### src/core/cgpm_pkg.sv
package cgpm_pkg;
  localparam logic [3:0] ADDR_INDEX = 4'h8;
  localparam logic [3:0] ADDR_DATA = 4'hC;
  localparam int IDX_WE = 7;
  localparam int PIXEL_LSB = 8;
  localparam int NUM_REGS = 12;
  localparam logic [6:0] IDX_ENG_FUNC = 7'h00;
  localparam logic [6:0] IDX_ENG_BYP = 7'h01;
  localparam logic [6:0] IDX_ENG_MODE = 7'h02;
  localparam logic [6:0] IDX_ENG_SEL = 7'h03;
  localparam logic [6:0] IDX_MEM_FUNC = 7'h04;
  localparam logic [6:0] IDX_MEM_BYP = 7'h05;
  localparam logic [6:0] IDX_MEM_MODE = 7'h06;
  localparam logic [6:0] IDX_MEM_SEL = 7'h07;
  localparam logic [6:0] IDX_GEN = 7'h08;
  localparam logic [6:0] IDX_SCLK = 7'h09;
  localparam logic [6:0] IDX_MCLK = 7'h0A;
  localparam logic [6:0] IDX_DYN = 7'h0B;
  localparam logic [6:0] IDX_METER = 7'h21;
  localparam int FUNC_RESET = 0;
  localparam int FUNC_SLEEP = 1;
  localparam int FUNC_REF_LSB = 2;
  localparam int FUNC_FB_LSB = 5;
  localparam int FUNC_PULSE_EN = 13;
  localparam int FUNC_PULSE_LSB = 14;
  localparam int MEM_AS_MCLK = 26;
  localparam int FUNC_DONE = 29;
  localparam int FUNC_REQ = 30;
  localparam int FUNC_ACK = 31;
  localparam int ENG_DIR_BIT = 0;
  localparam int MEM_DIR_BIT = 1;
  localparam int SEL_SRC = 0;
  localparam int SEL_FAST = 2;
  localparam int SEL_SAT = 3;
  localparam int GEN_ENABLE = 0;
  localparam int GEN_HOLD_DIS = 3;
  localparam int SCLK_CLK_OFF = 1;
  localparam int SCLK_SYNTH_OFF = 2;
  localparam int SCLK_USE_BUS = 4;
  localparam int SCLK_ALL_ON = 5;
  localparam int DLL_SLEEP_LSB = 8;
  localparam int DLL_RESET_LSB = 12;
  localparam int MCLK_DLL_READY = 16;
  localparam int DYN_START_FAST = 1;
  localparam int DYN_MULT_LSB = 2;
  localparam int DYN_STOP_LSB = 11;
  localparam int DYN_STATIC_EN = 20;
  localparam int DYN_LOW_POWER = 22;
  localparam int DYN_STATIC = 23;
  localparam int DYN_FULL_POWER = 24;
  localparam int DYN_GAP_LSB = 25;
  localparam int METER_REF_LSB = 4;
  localparam int METER_CYC_LSB = 8;
  localparam int METER_RESET = 15;
  localparam int METER_COUNT_LSB = 17;
  localparam logic [NUM_REGS-1:0][31:0] CG_RESET = {32'h1002A802, 32'h0000F080,
    32'h0, 32'h0, 32'h0000000C, 32'h0, 32'h00000006, 32'h02000DE5,
    32'h0000000C, 32'h00000001, 32'h00000006, 32'h030008C5};
  localparam logic [NUM_REGS-1:0][31:0] CG_MASK = {32'h3F3FFFFF, 32'h0000FFDF,
    32'h0000003F, 32'h0000000D, 32'h0000000F, 32'h00000002, 32'h0000003F, 32'h47FFFFFF,
    32'h0000000F, 32'h00000001, 32'h0000003F, 32'h43FFFFFF};
  localparam logic [2:0] PLL_WRITE_CYCLES = 3'h4;
  localparam logic [2:0] START_SLOW = 3'h4;
  localparam logic [2:0] START_FAST = 3'h1;
  localparam logic [1:0] SRC_SYNTH = 2'h0;
  localparam logic [1:0] SRC_SLOW = 2'h1;
  localparam logic [1:0] SRC_BUS = 2'h2;
endpackage

### src/core/cgpm_gate_if.sv
`timescale 1ns/1ns
interface cgpm_gate_if;
  logic enable;
  logic start_fast;
  logic busy;
  logic force_full;
  logic static_en;
  logic [7:0] multiplier;
  logic [7:0] client_delay;
  logic [3:0] stop_delay;
  logic [4:0] gap_tol;
  logic clk_on;
  logic low_power;
  logic static_state;
  modport ctl(input enable, start_fast, busy, force_full, static_en, multiplier,
    client_delay, stop_delay, gap_tol, output clk_on, low_power, static_state);
  modport cfg(output enable, start_fast, busy, force_full, static_en, multiplier,
    client_delay, stop_delay, gap_tol, input clk_on, low_power, static_state);
endinterface

### src/core/cgpm_gate_ctl.sv
`timescale 1ns/1ns
module cgpm_gate_ctl
  import cgpm_pkg::*;
(
  // Clock and reset
  input wire logic clk,
  input wire logic rst,
  // Gating controls and status
  cgpm_gate_if.ctl u
);
  typedef enum logic [1:0] {G_OFF, G_WAKE, G_ON, G_DRAIN} cgpm_gate_st_t;
  typedef struct packed {
    cgpm_gate_st_t st;
    logic [16:0] cnt;
    logic [4:0] gap;
    logic active;
    logic clk_on;
    logic low_power;
    logic static_state;
  } cgpm_gate_t;
  cgpm_gate_t r_reg, r_next;
  logic [16:0] scaled;
  logic wake;

  // Latency scale and wake condition
  assign scaled = (17'(u.multiplier) + 17'h1) * 17'(u.client_delay);
  assign wake = u.busy || u.force_full;

  // Next state
  always_comb begin
    r_next = r_reg;
    if (u.busy) begin
      r_next.gap = u.gap_tol;
      r_next.active = 1'b1;
    end else if (r_reg.gap != 5'h0) begin
      r_next.gap = r_reg.gap - 5'h1;
    end else begin
      r_next.active = 1'b0;
    end
    if (!u.enable) begin
      r_next.st = G_ON;
    end else begin
      case (r_reg.st)
        G_OFF: if (wake) begin
          r_next.st = G_WAKE;
          r_next.cnt = scaled + 17'(u.start_fast ? START_FAST : START_SLOW) - 17'h1;
        end
        G_WAKE: if (r_reg.cnt == 17'h0) begin
          r_next.st = G_ON;
        end else begin
          r_next.cnt = r_reg.cnt - 17'h1;
        end
        G_ON: if (!r_reg.active && !wake) begin
          r_next.st = G_DRAIN;
          r_next.cnt = scaled + 17'(u.stop_delay);
        end
        G_DRAIN: if (wake) begin
          r_next.st = G_ON;
        end else if (r_reg.cnt == 17'h0) begin
          r_next.st = G_OFF;
        end else begin
          r_next.cnt = r_reg.cnt - 17'h1;
        end
        default: r_next.st = G_ON;
      endcase
    end
    r_next.clk_on = (r_next.st == G_ON) || (r_next.st == G_DRAIN);
    r_next.low_power = (r_next.st == G_OFF) && !u.force_full;
    r_next.static_state = r_next.low_power && u.static_en;
  end

  // State register
  always_ff @(posedge clk or posedge rst) begin
    if (rst) begin
      r_reg <= '{st: G_ON, clk_on: 1'b1, default: '0};
    end else begin
      r_reg <= r_next;
    end
  end

  assign u.clk_on = r_reg.clk_on;
  assign u.low_power = r_reg.low_power;
  assign u.static_state = r_reg.static_state;
endmodule

### src/core/cgpm_freq_meter.sv
`timescale 1ns/1ns
module cgpm_freq_meter
  import cgpm_pkg::*;
(
  // Clock and reset
  input wire logic clk,
  input wire logic rst,
  // Candidate clocks from pins
  input wire logic [15:0] clocks,
  // Configuration
  input wire logic [3:0] src_sel,
  input wire logic [3:0] ref_sel,
  input wire logic [6:0] ref_cycles,
  input wire logic counter_reset,
  // Result
  output logic [14:0] count
);
  typedef struct packed {
    logic [15:0] s1;
    logic [15:0] s2;
    logic [15:0] s3;
    logic [6:0] ref_cnt;
    logic done;
    logic [14:0] count;
  } cgpm_meter_t;
  cgpm_meter_t r_reg, r_next;
  logic [15:0] edges;

  // Rising edges of synchronised clocks
  assign edges = r_reg.s2 & ~r_reg.s3;

  // Count source edges over the reference window
  always_comb begin
    r_next = r_reg;
    r_next.s1 = clocks;
    r_next.s2 = r_reg.s1;
    r_next.s3 = r_reg.s2;
    if (counter_reset) begin
      r_next.ref_cnt = 7'h0;
      r_next.count = 15'h0;
      r_next.done = 1'b0;
    end else if (!r_reg.done) begin
      if (edges[ref_sel]) begin
        if (r_reg.ref_cnt == ref_cycles) r_next.done = 1'b1;
        else r_next.ref_cnt = r_reg.ref_cnt + 7'h1;
      end
      if (edges[src_sel] && r_reg.count != 15'h7FFF) r_next.count = r_reg.count + 15'h1;
    end
  end

  // State register
  always_ff @(posedge clk or posedge rst) begin
    if (rst) r_reg <= '0;
    else r_reg <= r_next;
  end

  assign count = r_reg.count;
endmodule

### src/core/cgpm_top.sv
`timescale 1ns/1ns
module cgpm_top
  import cgpm_pkg::*;
(
  // Clock and reset
  input wire logic CLK_SYS,
  input wire logic RST,
  // Host index and data port
  input wire logic [3:0] HOST_ADDR,
  input wire logic HOST_WE,
  input wire logic HOST_RE,
  input wire logic [31:0] HOST_WDATA,
  output logic [31:0] HOST_RDATA,
  output logic HOST_RVALID,
  // Asynchronous status pins
  input wire logic SUSPEND_REQ,
  input wire logic SYNTH_LOCK,
  input wire logic DLL_READY,
  input wire logic [15:0] METER_CLOCKS,
  // Engine activity
  input wire logic ENGINE_BUSY,
  input wire logic [7:0] CLIENT_DELAY,
  // Engine clock synthesiser
  output logic ENG_SYNTH_RESET,
  output logic ENG_SYNTH_POWER_DOWN,
  output logic [2:0] ENG_SYNTH_REF_DIV,
  output logic [7:0] ENG_SYNTH_FB_DIV,
  output logic ENG_SYNTH_PULSE,
  output logic [5:0] ENG_BYPASS_SOURCE,
  output logic [2:0] ENG_REF_CTL,
  // Memory clock synthesiser
  output logic MEM_SYNTH_RESET,
  output logic MEM_SYNTH_POWER_DOWN,
  output logic MEM_SYNTH_AS_MEMCLK,
  output logic [5:0] MEM_BYPASS_SOURCE,
  output logic [2:0] MEM_REF_CTL,
  // Read clock DLLs
  output logic [3:0] READ_DLL_SLEEP,
  output logic [3:0] READ_DLL_RESET,
  // Engine clock and power state
  output logic ENGINE_CLK_EN,
  output logic [1:0] ENGINE_CLK_SOURCE,
  output logic ALL_BRANCHES_ON,
  output logic SUSPEND_ACTIVE,
  output logic LOWER_POWER,
  output logic [1:0] PIXEL_DIVIDER_SET
);
  typedef struct packed {
    logic [9:0] index;
    logic [NUM_REGS-1:0][31:0] regs;
    logic [15:0] meter_cfg;
    logic [1:0] done;
    logic [1:0] ack;
    logic [1:0][2:0] wcnt;
    logic [1:0] pulse_left;
    logic pulse_phase;
    logic eng_pulse;
    logic [2:0] sync1;
    logic [2:0] sync2;
    logic suspend;
    logic eng_pd;
    logic clk_en;
    logic [1:0] clk_src;
    logic all_on;
    logic [31:0] rdata;
    logic rvalid;
  } cgpm_top_state_t;

  localparam cgpm_top_state_t TOP_RESET = '{regs: CG_RESET, done: 2'h3, default: '0};

  cgpm_top_state_t r_reg, r_next;
  cgpm_gate_if gif();
  logic [14:0] meter_count;
  logic [6:0] widx;
  logic data_wr;
  logic [1:0] direct_sw;
  logic [1:0] req;
  logic susp_req;
  logic synth_lock;
  logic dll_ready;

  // Synchronised pin levels
  assign susp_req = r_reg.sync2[0];
  assign synth_lock = r_reg.sync2[1];
  assign dll_ready = r_reg.sync2[2];

  // Indexed write decode
  assign widx = r_reg.index[6:0];
  assign data_wr = HOST_WE && HOST_ADDR == ADDR_DATA && r_reg.index[IDX_WE];
  assign direct_sw = {r_reg.regs[IDX_MEM_MODE][MEM_DIR_BIT],
    r_reg.regs[IDX_ENG_MODE][ENG_DIR_BIT]};
  assign req = {r_reg.regs[IDX_MEM_FUNC][FUNC_REQ], r_reg.regs[IDX_ENG_FUNC][FUNC_REQ]};

  // Readback of one indexed register with its live status bits
  function automatic logic [31:0] read_reg(input logic [6:0] idx, input cgpm_top_state_t s,
    input logic [14:0] cnt, input logic lp, input logic ss);
    logic [31:0] v;
    v = 32'h0;
    if (idx < 7'(NUM_REGS)) v = s.regs[idx[3:0]];
    case (idx)
      IDX_ENG_FUNC: begin
        v[FUNC_DONE] = s.done[0];
        v[FUNC_ACK] = s.ack[0];
      end
      IDX_MEM_FUNC: begin
        v[FUNC_DONE] = s.done[1];
        v[FUNC_ACK] = s.ack[1];
      end
      IDX_MCLK: v[MCLK_DLL_READY] = s.sync2[2];
      IDX_DYN: begin
        v[DYN_LOW_POWER] = lp;
        v[DYN_STATIC] = ss;
      end
      IDX_METER: v = {cnt, 1'b0, s.meter_cfg};
      default: v = v;
    endcase
    return v;
  endfunction

  // Next state
  always_comb begin
    r_next = r_reg;
    r_next.sync1 = {DLL_READY, SYNTH_LOCK, SUSPEND_REQ};
    r_next.sync2 = r_reg.sync1;

    // Write completion and mux acknowledge per synthesiser
    for (int i = 0; i < 2; i++) begin
      if (!r_reg.done[i]) begin
        if (r_reg.wcnt[i] == 3'h0) begin
          r_next.done[i] = 1'b1;
          if (direct_sw[i]) r_next.ack[i] = req[i];
        end else begin
          r_next.wcnt[i] = r_reg.wcnt[i] - 3'h1;
        end
      end
    end

    // Pulse train, one cycle high then one low per pulse
    r_next.eng_pulse = 1'b0;
    if (r_reg.pulse_left != 2'h0) begin
      r_next.eng_pulse = !r_reg.pulse_phase;
      r_next.pulse_phase = !r_reg.pulse_phase;
      if (r_reg.pulse_phase) r_next.pulse_left = r_reg.pulse_left - 2'h1;
    end

    // Host writes
    if (HOST_WE && HOST_ADDR == ADDR_INDEX) r_next.index = HOST_WDATA[9:0];
    if (data_wr) begin
      if (widx < 7'(NUM_REGS)) begin
        r_next.regs[widx[3:0]] = (r_reg.regs[widx[3:0]] & ~CG_MASK[widx[3:0]])
          | (HOST_WDATA & CG_MASK[widx[3:0]]);
      end
      if (widx == IDX_METER) r_next.meter_cfg = HOST_WDATA[15:0];
      if (widx == IDX_ENG_FUNC) begin
        r_next.done[0] = 1'b0;
        r_next.wcnt[0] = PLL_WRITE_CYCLES;
        if (HOST_WDATA[FUNC_PULSE_EN]) begin
          r_next.pulse_left = HOST_WDATA[FUNC_PULSE_LSB +: 2];
          r_next.pulse_phase = 1'b0;
        end
      end
      if (widx == IDX_MEM_FUNC) begin
        r_next.done[1] = 1'b0;
        r_next.wcnt[1] = PLL_WRITE_CYCLES;
      end
    end

    // Suspend entry, held until lock unless disabled
    if (susp_req) begin
      r_next.suspend = 1'b1;
    end else if (synth_lock || r_reg.regs[IDX_GEN][GEN_HOLD_DIS]) begin
      r_next.suspend = 1'b0;
    end

    // Engine clock and synth power outputs
    r_next.eng_pd = r_reg.regs[IDX_ENG_FUNC][FUNC_SLEEP]
      || r_reg.regs[IDX_SCLK][SCLK_SYNTH_OFF];
    r_next.all_on = r_reg.suspend && r_reg.regs[IDX_SCLK][SCLK_ALL_ON];
    r_next.clk_en = !r_reg.regs[IDX_SCLK][SCLK_CLK_OFF]
      && (gif.clk_on || r_next.all_on);
    if (!r_reg.suspend) r_next.clk_src = SRC_SYNTH;
    else if (r_reg.regs[IDX_SCLK][SCLK_USE_BUS]) r_next.clk_src = SRC_BUS;
    else r_next.clk_src = SRC_SLOW;

    // Host reads
    r_next.rvalid = HOST_RE;
    r_next.rdata = 32'h0;
    if (HOST_RE && HOST_ADDR == ADDR_INDEX) r_next.rdata = {22'h0, r_reg.index};
    if (HOST_RE && HOST_ADDR == ADDR_DATA) begin
      r_next.rdata = read_reg(widx, r_reg, meter_count, gif.low_power, gif.static_state);
    end
  end

  // State register
  always_ff @(posedge CLK_SYS or posedge RST) begin
    if (RST) begin
      r_reg <= TOP_RESET;
    end else begin
      r_reg <= r_next;
    end
  end

  // Gating controller configuration
  assign gif.enable = r_reg.regs[IDX_GEN][GEN_ENABLE];
  assign gif.start_fast = r_reg.regs[IDX_DYN][DYN_START_FAST];
  assign gif.busy = ENGINE_BUSY;
  assign gif.force_full = r_reg.regs[IDX_DYN][DYN_FULL_POWER];
  assign gif.static_en = r_reg.regs[IDX_DYN][DYN_STATIC_EN];
  assign gif.multiplier = r_reg.regs[IDX_DYN][DYN_MULT_LSB +: 8];
  assign gif.client_delay = CLIENT_DELAY;
  assign gif.stop_delay = r_reg.regs[IDX_DYN][DYN_STOP_LSB +: 4];
  assign gif.gap_tol = r_reg.regs[IDX_DYN][DYN_GAP_LSB +: 5];

  cgpm_gate_ctl u_gate (
    .clk(CLK_SYS),
    .rst(RST),
    .u(gif.ctl)
  );

  cgpm_freq_meter u_meter (
    .clk(CLK_SYS),
    .rst(RST),
    .clocks(METER_CLOCKS),
    .src_sel(r_reg.meter_cfg[3:0]),
    .ref_sel(r_reg.meter_cfg[METER_REF_LSB +: 4]),
    .ref_cycles(r_reg.meter_cfg[METER_CYC_LSB +: 7]),
    .counter_reset(r_reg.meter_cfg[METER_RESET]),
    .count(meter_count)
  );

  // Host outputs
  assign HOST_RDATA = r_reg.rdata;
  assign HOST_RVALID = r_reg.rvalid;

  // Engine synthesiser outputs
  assign ENG_SYNTH_RESET = r_reg.regs[IDX_ENG_FUNC][FUNC_RESET];
  assign ENG_SYNTH_POWER_DOWN = r_reg.eng_pd;
  assign ENG_SYNTH_REF_DIV = r_reg.regs[IDX_ENG_FUNC][FUNC_REF_LSB +: 3];
  assign ENG_SYNTH_FB_DIV = r_reg.regs[IDX_ENG_FUNC][FUNC_FB_LSB +: 8];
  assign ENG_SYNTH_PULSE = r_reg.eng_pulse;
  assign ENG_BYPASS_SOURCE = r_reg.regs[IDX_ENG_BYP][5:0];
  assign ENG_REF_CTL = {r_reg.regs[IDX_ENG_SEL][SEL_SAT], r_reg.regs[IDX_ENG_SEL][SEL_FAST],
    r_reg.regs[IDX_ENG_SEL][SEL_SRC]};

  // Memory synthesiser outputs
  assign MEM_SYNTH_RESET = r_reg.regs[IDX_MEM_FUNC][FUNC_RESET];
  assign MEM_SYNTH_POWER_DOWN = r_reg.regs[IDX_MEM_FUNC][FUNC_SLEEP];
  assign MEM_SYNTH_AS_MEMCLK = r_reg.regs[IDX_MEM_FUNC][MEM_AS_MCLK];
  assign MEM_BYPASS_SOURCE = r_reg.regs[IDX_MEM_BYP][5:0];
  assign MEM_REF_CTL = {r_reg.regs[IDX_MEM_SEL][SEL_SAT], r_reg.regs[IDX_MEM_SEL][SEL_FAST],
    r_reg.regs[IDX_MEM_SEL][SEL_SRC]};

  // DLL and power state outputs
  assign READ_DLL_SLEEP = r_reg.regs[IDX_MCLK][DLL_SLEEP_LSB +: 4];
  assign READ_DLL_RESET = r_reg.regs[IDX_MCLK][DLL_RESET_LSB +: 4];
  assign ENGINE_CLK_EN = r_reg.clk_en;
  assign ENGINE_CLK_SOURCE = r_reg.clk_src;
  assign ALL_BRANCHES_ON = r_reg.all_on;
  assign SUSPEND_ACTIVE = r_reg.suspend;
  assign LOWER_POWER = gif.low_power;
  assign PIXEL_DIVIDER_SET = r_reg.index[PIXEL_LSB +: 2];
endmodule

### config.mk
export PLATFORM = sky130hd
export DESIGN_NAME = cgpm_top
export DESIGN_NICKNAME = d
export VERILOG_FILES = /design/src/core/cgpm_pkg.sv /design/src/core/cgpm_gate_if.sv /design/src/core/cgpm_gate_ctl.sv /design/src/core/cgpm_freq_meter.sv /design/src/core/cgpm_top.sv
export SDC_FILE = /design/constraint.sdc
export NUM_CORES = 1
export LEC_CHECK = 0
export BUFFER_PORTS_ARGS = -buffer_cell sky130_fd_sc_hd__buf_2
export CORE_MARGIN = 2
export CORE_UTILIZATION = 62
export DETAILED_ROUTE_END_ITERATION = 6
export GPL_TIMING_DRIVEN = 1
export HOLD_SLACK_MARGIN = 0.02
export PLACE_DENSITY = 0.91
export REMOVE_ABC_BUFFERS = 1
export SLEW_MARGIN = 20
export SYNTH_ARGS = -nofsm -noshare
export SYNTH_HDL_FRONTEND = slang
export SYNTH_SLANG_ARGS = --single-unit
### constraint.sdc
create_clock -name CLK_SYS -period 20.8 [get_ports CLK_SYS]
set_input_delay 1.04 -clock CLK_SYS [delete_from_list [all_inputs] [get_ports CLK_SYS]]
set_output_delay 1.04 -clock CLK_SYS [all_outputs]
set_load 0.005 [all_outputs]
# Yosys cells after proc, flatten, opt, wreduce, memory -nomap -nowiden
# Memories as Yosys holds them, arrays and structs flattened.
# Cells that the tools add are included.
[classes] addsub=11 mul=1 magnitude_cmp=5 eq_ne=19 muxes=61 bitwise=8 reduce_logical=41
[ops] op="bitwise mux 384 bit" n=1
[ops] op="2-to-1 mux 32 bit" n=5
[ops] op="binary-select mux 32 bit (select 4 bit)" n=1
[ops] op="demux 32 bit (select 4 bit)" n=1
[ops] op="one-hot mux 19 bit (4 select lines)" n=1
[ops] op="AND 32 bit" n=2
[ops] op="2-to-1 mux 23 bit" n=2
[ops] op="2-to-1 mux 19 bit" n=2
[ops] op="2-to-1 mux 17 bit" n=2
[ops] op="subtractor 17 x 1 -> 17 bit, second input constant" n=2
[ops] op="inverter 32 bit" n=1
[ops] op="OR 32 bit" n=1
[ops] op="2-to-1 mux 3 bit" n=7
[ops] op="adder 17 bit" n=1
[ops] op="adder 17 x 4 -> 17 bit" n=1
[ops] op="logical NOT 17 bit" n=1
[ops] op="multiplier 17 x 8 -> 17 bit" n=1
[ops] op="AND 16 bit" n=1
[ops] op="2-to-1 mux 16 bit" n=1
[ops] op="2-to-1 mux 2 bit" n=8
[ops] op="inverter 16 bit" n=1
[ops] op="adder 15 x 1 -> 15 bit, second input constant" n=1
[ops] op="less-than comparator 4 x 5 -> 1 bit, second input constant" n=3
[ops] op="2-to-1 mux 15 bit" n=1
[ops] op="41 further kinds" n=98
[word_totals] reg_bits=568 romBits=512 wordCells=191 mem_count=1
[memory_table] name="(no name shown)" depth=16 word_bits=32 rd=1 rd_clocked_by_memory_dff=0 wr=0 line_no="cgpm_top.sv:151" rtl="| (HOST_WDATA & CG_MASK[widx[3:0]]);"

# Depth between registers and ports, before layout
[logic_depth] word_depth=10 mapped_depth=27 depth_no_buf=26

# Modules after synthesis
# A second synthesis with hierarchy kept.
[unflattened] hier_cells=2500 hier_area_um2=28245.8
[by_module_without_submodules] module="cgpm_top" instances=1 cells_each=1580 area_per_inst_um2=19627.6 seq_area_each_um2=11708.7
[by_module_without_submodules] module="cgpm_gate_ctl" instances=1 cells_each=647 area_per_inst_um2=5429.0 seq_area_each_um2=703.2
[by_module_without_submodules] module="cgpm_freq_meter" instances=1 cells_each=273 area_per_inst_um2=3189.3 seq_area_each_um2=1776.7

# Worst setup path after synthesis
# No wires, ideal clock.
[synth_path] path_kind="reg-to-reg" from="reg r_reg (netlist bit gif.multiplier[0])" to="reg u_gate.r_reg[24] (netlist bit)" setup_ps=119 arrival_ps=6235 required_time_ps=20681 setup_slack_ps=14447 path_stages_with_launch=26 n_path_buf=1 synth_period_minus_slack_ps=6353 cell_sequence="dfrtp_1 > ha_1 > nand3_1 > nor2_1 > xnor2_1 > nor2b_1 > fa_1 > fa_1 > fa_1 > inv_1 > fa_1 > inv_1 > ha_1 > clkbuf_1 > nor4_1 > a2111oi_2 > nand3_1 > inv_1 > ha_1 > a21oi_1 > a21o_1 > o41ai_1 > a31o_2 > a2111oi_0 > o2111ai_1 > o21a_1"
[synth_via] elab_chain_cells=6 word_cells_on_any_way=8 classes_between="4 x add/sub; 1 x mul; 3 x mux"
[synth_rtl] item="start: declaration" line_no="cgpm_top.sv:71" rtl="cgpm_top_state_t r_reg, r_next;"
[synth_rtl] item="start signal: assignment" line_no="cgpm_top.sv:199" rtl="r_reg <= r_next;"
[synth_rtl] item="adder 8 x 1 -> 9 bit *" line_no="cgpm_gate_ctl.sv:26" rtl="assign scaled = (17'(u.multiplier) + 17'h1) * 17'(u.client_delay);"
[synth_rtl] item="multiplier 17 x 8 -> 17 bit *" line_no="cgpm_gate_ctl.sv:26"
[synth_rtl] item="adder 17 bit" line_no="cgpm_gate_ctl.sv:46" rtl="r_next.cnt = scaled + 17'(u.start_fast ? START_FAST : START_SLOW) - 17'h1;"
[synth_rtl] item="subtractor 17 x 1 -> 17 bit" line_no="cgpm_gate_ctl.sv:46"
[synth_rtl] item="2-to-1 mux 19 bit" line_no="cgpm_gate_ctl.sv:44" rtl="G_OFF: if (wake) begin"
[synth_rtl] item="one-hot mux 19 bit (4 select lines) *" line_no="cgpm_gate_ctl.sv:43" rtl="case (r_reg.st)"
[synth_rtl] item="end signal: assignment" line_no="cgpm_gate_ctl.sv:77" rtl="r_reg <= r_next;"
[synth_rtl] item="end: declaration" line_no="cgpm_gate_ctl.sv:21" rtl="cgpm_gate_t r_reg, r_next;"
# Mark *: on every way between the ends. The rest lies on a longest branch, timed or not. The select of a mux whose other input is x is not followed.
# A chain may end at the register's enable or synchronous reset.

# Worst setup path after layout
# Same ends and word-level chain as after synthesis.

==> results.yml <==
die:
  coreArea_um2: 44200
  die_x_um: 216
  row_count: 77
  ios: 152
  start_util: 0.628
  die_area_um2: 46500
  die_h_um: 216
sta:
  final.setup_skew_ns: 0.0437
  hold_violations: 0
  relSlewSlack: 0.234
  timing.final.crit_share: 0.358
  layout_min_cycle_time_ns: 7.44
  finalSetupViolations: 0
  fmax_mhz: 134
  rsz0062_at_grt: "no"
  worst_pin_slew_ns: 1.14
  timing.final.ws_setup_ns: 13.36
  slew_violations: 0
  final.setup.tns_ns: 0
global_routing:
  grt_max_degree: 172
  met1_usage: 0.391
  grt_pass1_wl_mm: 107
  met3_usage: 0.0813
  grt_remaining_overflow: 0
  first_global_vias: 18950
  antenna_found_initial: 8
  busiest_layer: "met2"
  track_usage: 0.296
  gr-usage-met2: 0.461
cells_and_area:
  final_cell_area_um2: 29600
  num-fill-cells: 2751
  largest_reg_flops: 359
  synthToLayoutAreaGrowth_pct: 6.58
  layout-drive-gt1-share: 0.261
  final_util: 0.670
  multi_input_area_um2: 11200
  nNetsFinal: 2333
  regArea_um2: 14300
clock_network:
  h-tree-depth: 2
  clk_latency_ns: 0.62
  cts_setup_buffers: 0
  cts_tree: "yes"
  numCtsBuffers: 54
  cts-root-buf: "clkbuf_16"
  cts_resized: 0
  clk_pin_slew_worst_paths_ns: 0.06
  cts.sink_count: 568
  cts.path.max_buffers: 3
  holdBufCountCts: 0
yosys:
  netlist_instances: 2325
  yosys_warnings: 0
  async_reset_ff_frac: 1.00
  synth-seq-cells: 568
  avgSynthCellArea_um2: 12.0
  yosysUniqueCellTypes: 84
  ys_seq_area_frac: 0.513
  synth_top_cell_by_area: "dfrtp_1"
  synth_area_um2: 27800
  synth_edf_count: 0
  synth_top_area_share: 0.475
  synth.area.top_cells: "dfrtp_1 48%, mux4_2 8.5%, mux2_2 5.4%"
  ys.flop_type: "dfrtp_1"
  synth_common_cells: "528 x dfrtp_1, 298 x clkbuf_1, 133 x mux2_2"
  synth_most_common_cell: "dfrtp_1"
drt:
  firstDrtPassIters: 5
  routedWlPerCell_um: 24.4
  drc_errors: 0
  drtIter0Drc: 1871
  vias_per_cell: 6.32
  dr_total_vias: 17573
  drt-total-wl_mm: 67.7
  detail-route-antenna-nets: 0
flow_run:
  max_cap_viol_count: 0
power_and_ir_drop:
  switching_power_mw: 0.698
  intPower_mw: 1.93
  powerDensity_nw_per_um2: 88.7
  vdd_drop_max_uv: 80.5
  power_frac_comb: 0.127
  p_clk_frac: 0.422
  seq_power_share: 0.450
  swShare: 0.266
  p_leak_nw: 14.3
placed_design:
  gp_congestion: 0.869
  place_area_um2: 27600
  hpwlAfterDp_mm: 43.5
  dp_slack_ns: 13.53
  numPortBuffers: 150
run_status:
  status: "finished clean"
worst_setup_path:
  cp_slowest_cell: "dfrtp_1"
  path_class: "reg2reg"
  critPathLaunchType: "flip-flop"
  required_ns: 21.27
  end_kind: "flip-flop"
  worstPathArrival_ns: 7.91
  crit_fanout: 13
  slowest_delay_ns: 0.63
hold_path:
  hold_class: "reg2reg"
==> power groups by stage <==
stage,combinational (mW),clock (mW),sequential (mW)
finish,0.335,1.11,1.18
global route,0.361,1.16,1.19
CTS,0.332,1.11,1.18
detailed placement,0.323,0,1.20
global placement,0.309,0,1.20
floorplan,0.203,0,1.22
==> area by class of cell <==
cell class / count / share of cell area
antenna: 5 / 0.000422
clock buffer: 78 / 0.0534
clock inverter: 22 / 0.0145
inverter: 114 / 0.0149
multi-input combinational: 1232 / 0.379
sequential: 568 / 0.482
tap: 592 / 0.0250
timing repair buffer: 170 / 0.0308
==> layout by cell type, fill, tap and decap left out, types with 34 or more instances in the layout <==
cell / instances
a21oi_1: 39
buf_2: 150
clkbuf_16: 54
dfrtp_1: 525
dfstp_2: 40
fa_1: 44
ha_1: 81
inv_1: 111
mux2_1: 34
mux2_2: 133
mux2i_1: 37
mux4_2: 105
nand2_1: 126
nor2_1: 101
nor2b_1: 70
o21ai_0: 98
xor2_1: 37
==> cell families (layout without fill, tap and decap cells) <==
| family | after synthesis | after routing | share of synthesized area |
|---|---|---|---|
| muxes | 311 | 311 | 0.168 |
| DFF | 568 | 568 | 0.513 |
| AOI/OAI and AO/OA | 265 | 265 | 0.0633 |
| xor gates and xnor gates | 69 | 69 | 0.0217 |
| other | 0 | 5 | 0 |
| adders and majority gates | 125 | 125 | 0.0682 |
| and+or+nand+nor | 462 | 462 | 0.0830 |
| buffers and inverters | 525 | 384 | 0.0829 |
==> per-layer routing <==
layer,vias to the layer above,routed length (um)
met5,-,55
met4,10,3460
met3,278,6390
met2,1028,31800
met1,8874,26000
li1,7383,-
==> stage by stage <==
stage	hold slack [ns]	power, mW	std cells
final	0.352	2.63	2781
after global routing	0.355	2.71	2779
after CTS	0.350	2.62	2776
after detailed placement	0.335	1.52	2676
after global placement	0.334	1.50	2676
after floorplan	0.331	1.42	1914
==> worst paths after layout <==
check | from | to | slack, ns | depth (start not counted)
worst min register to register | r_next[40] | r_reg[40] | 0.35 | 0
worst max-delay path | gif.multiplier[0] | u_gate.r_reg[24] | 13.36 | 26
worst min-delay path | r_next[40] | r_reg[40] | 0.35 | 0
min in group asynchronous | RST | HOST_RDATA[28] | 0.59 | 2
max in group asynchronous | RST | r_reg[272] | 17.14 | 5
worst max register to register | gif.multiplier[0] | u_gate.r_reg[24] | 13.36 | 26
==> critical path: cells and delay by family, from the launching register on <==
kind            cells  cell delay (ns)
flops               1             0.63
compound gates     10             2.05
simple gates        3             0.50
fa+ha+maj           7             2.93
xor+xnor            2             0.93
buf+inv             4             0.28
No activity file was read; power rests on OpenSTA's default activity.
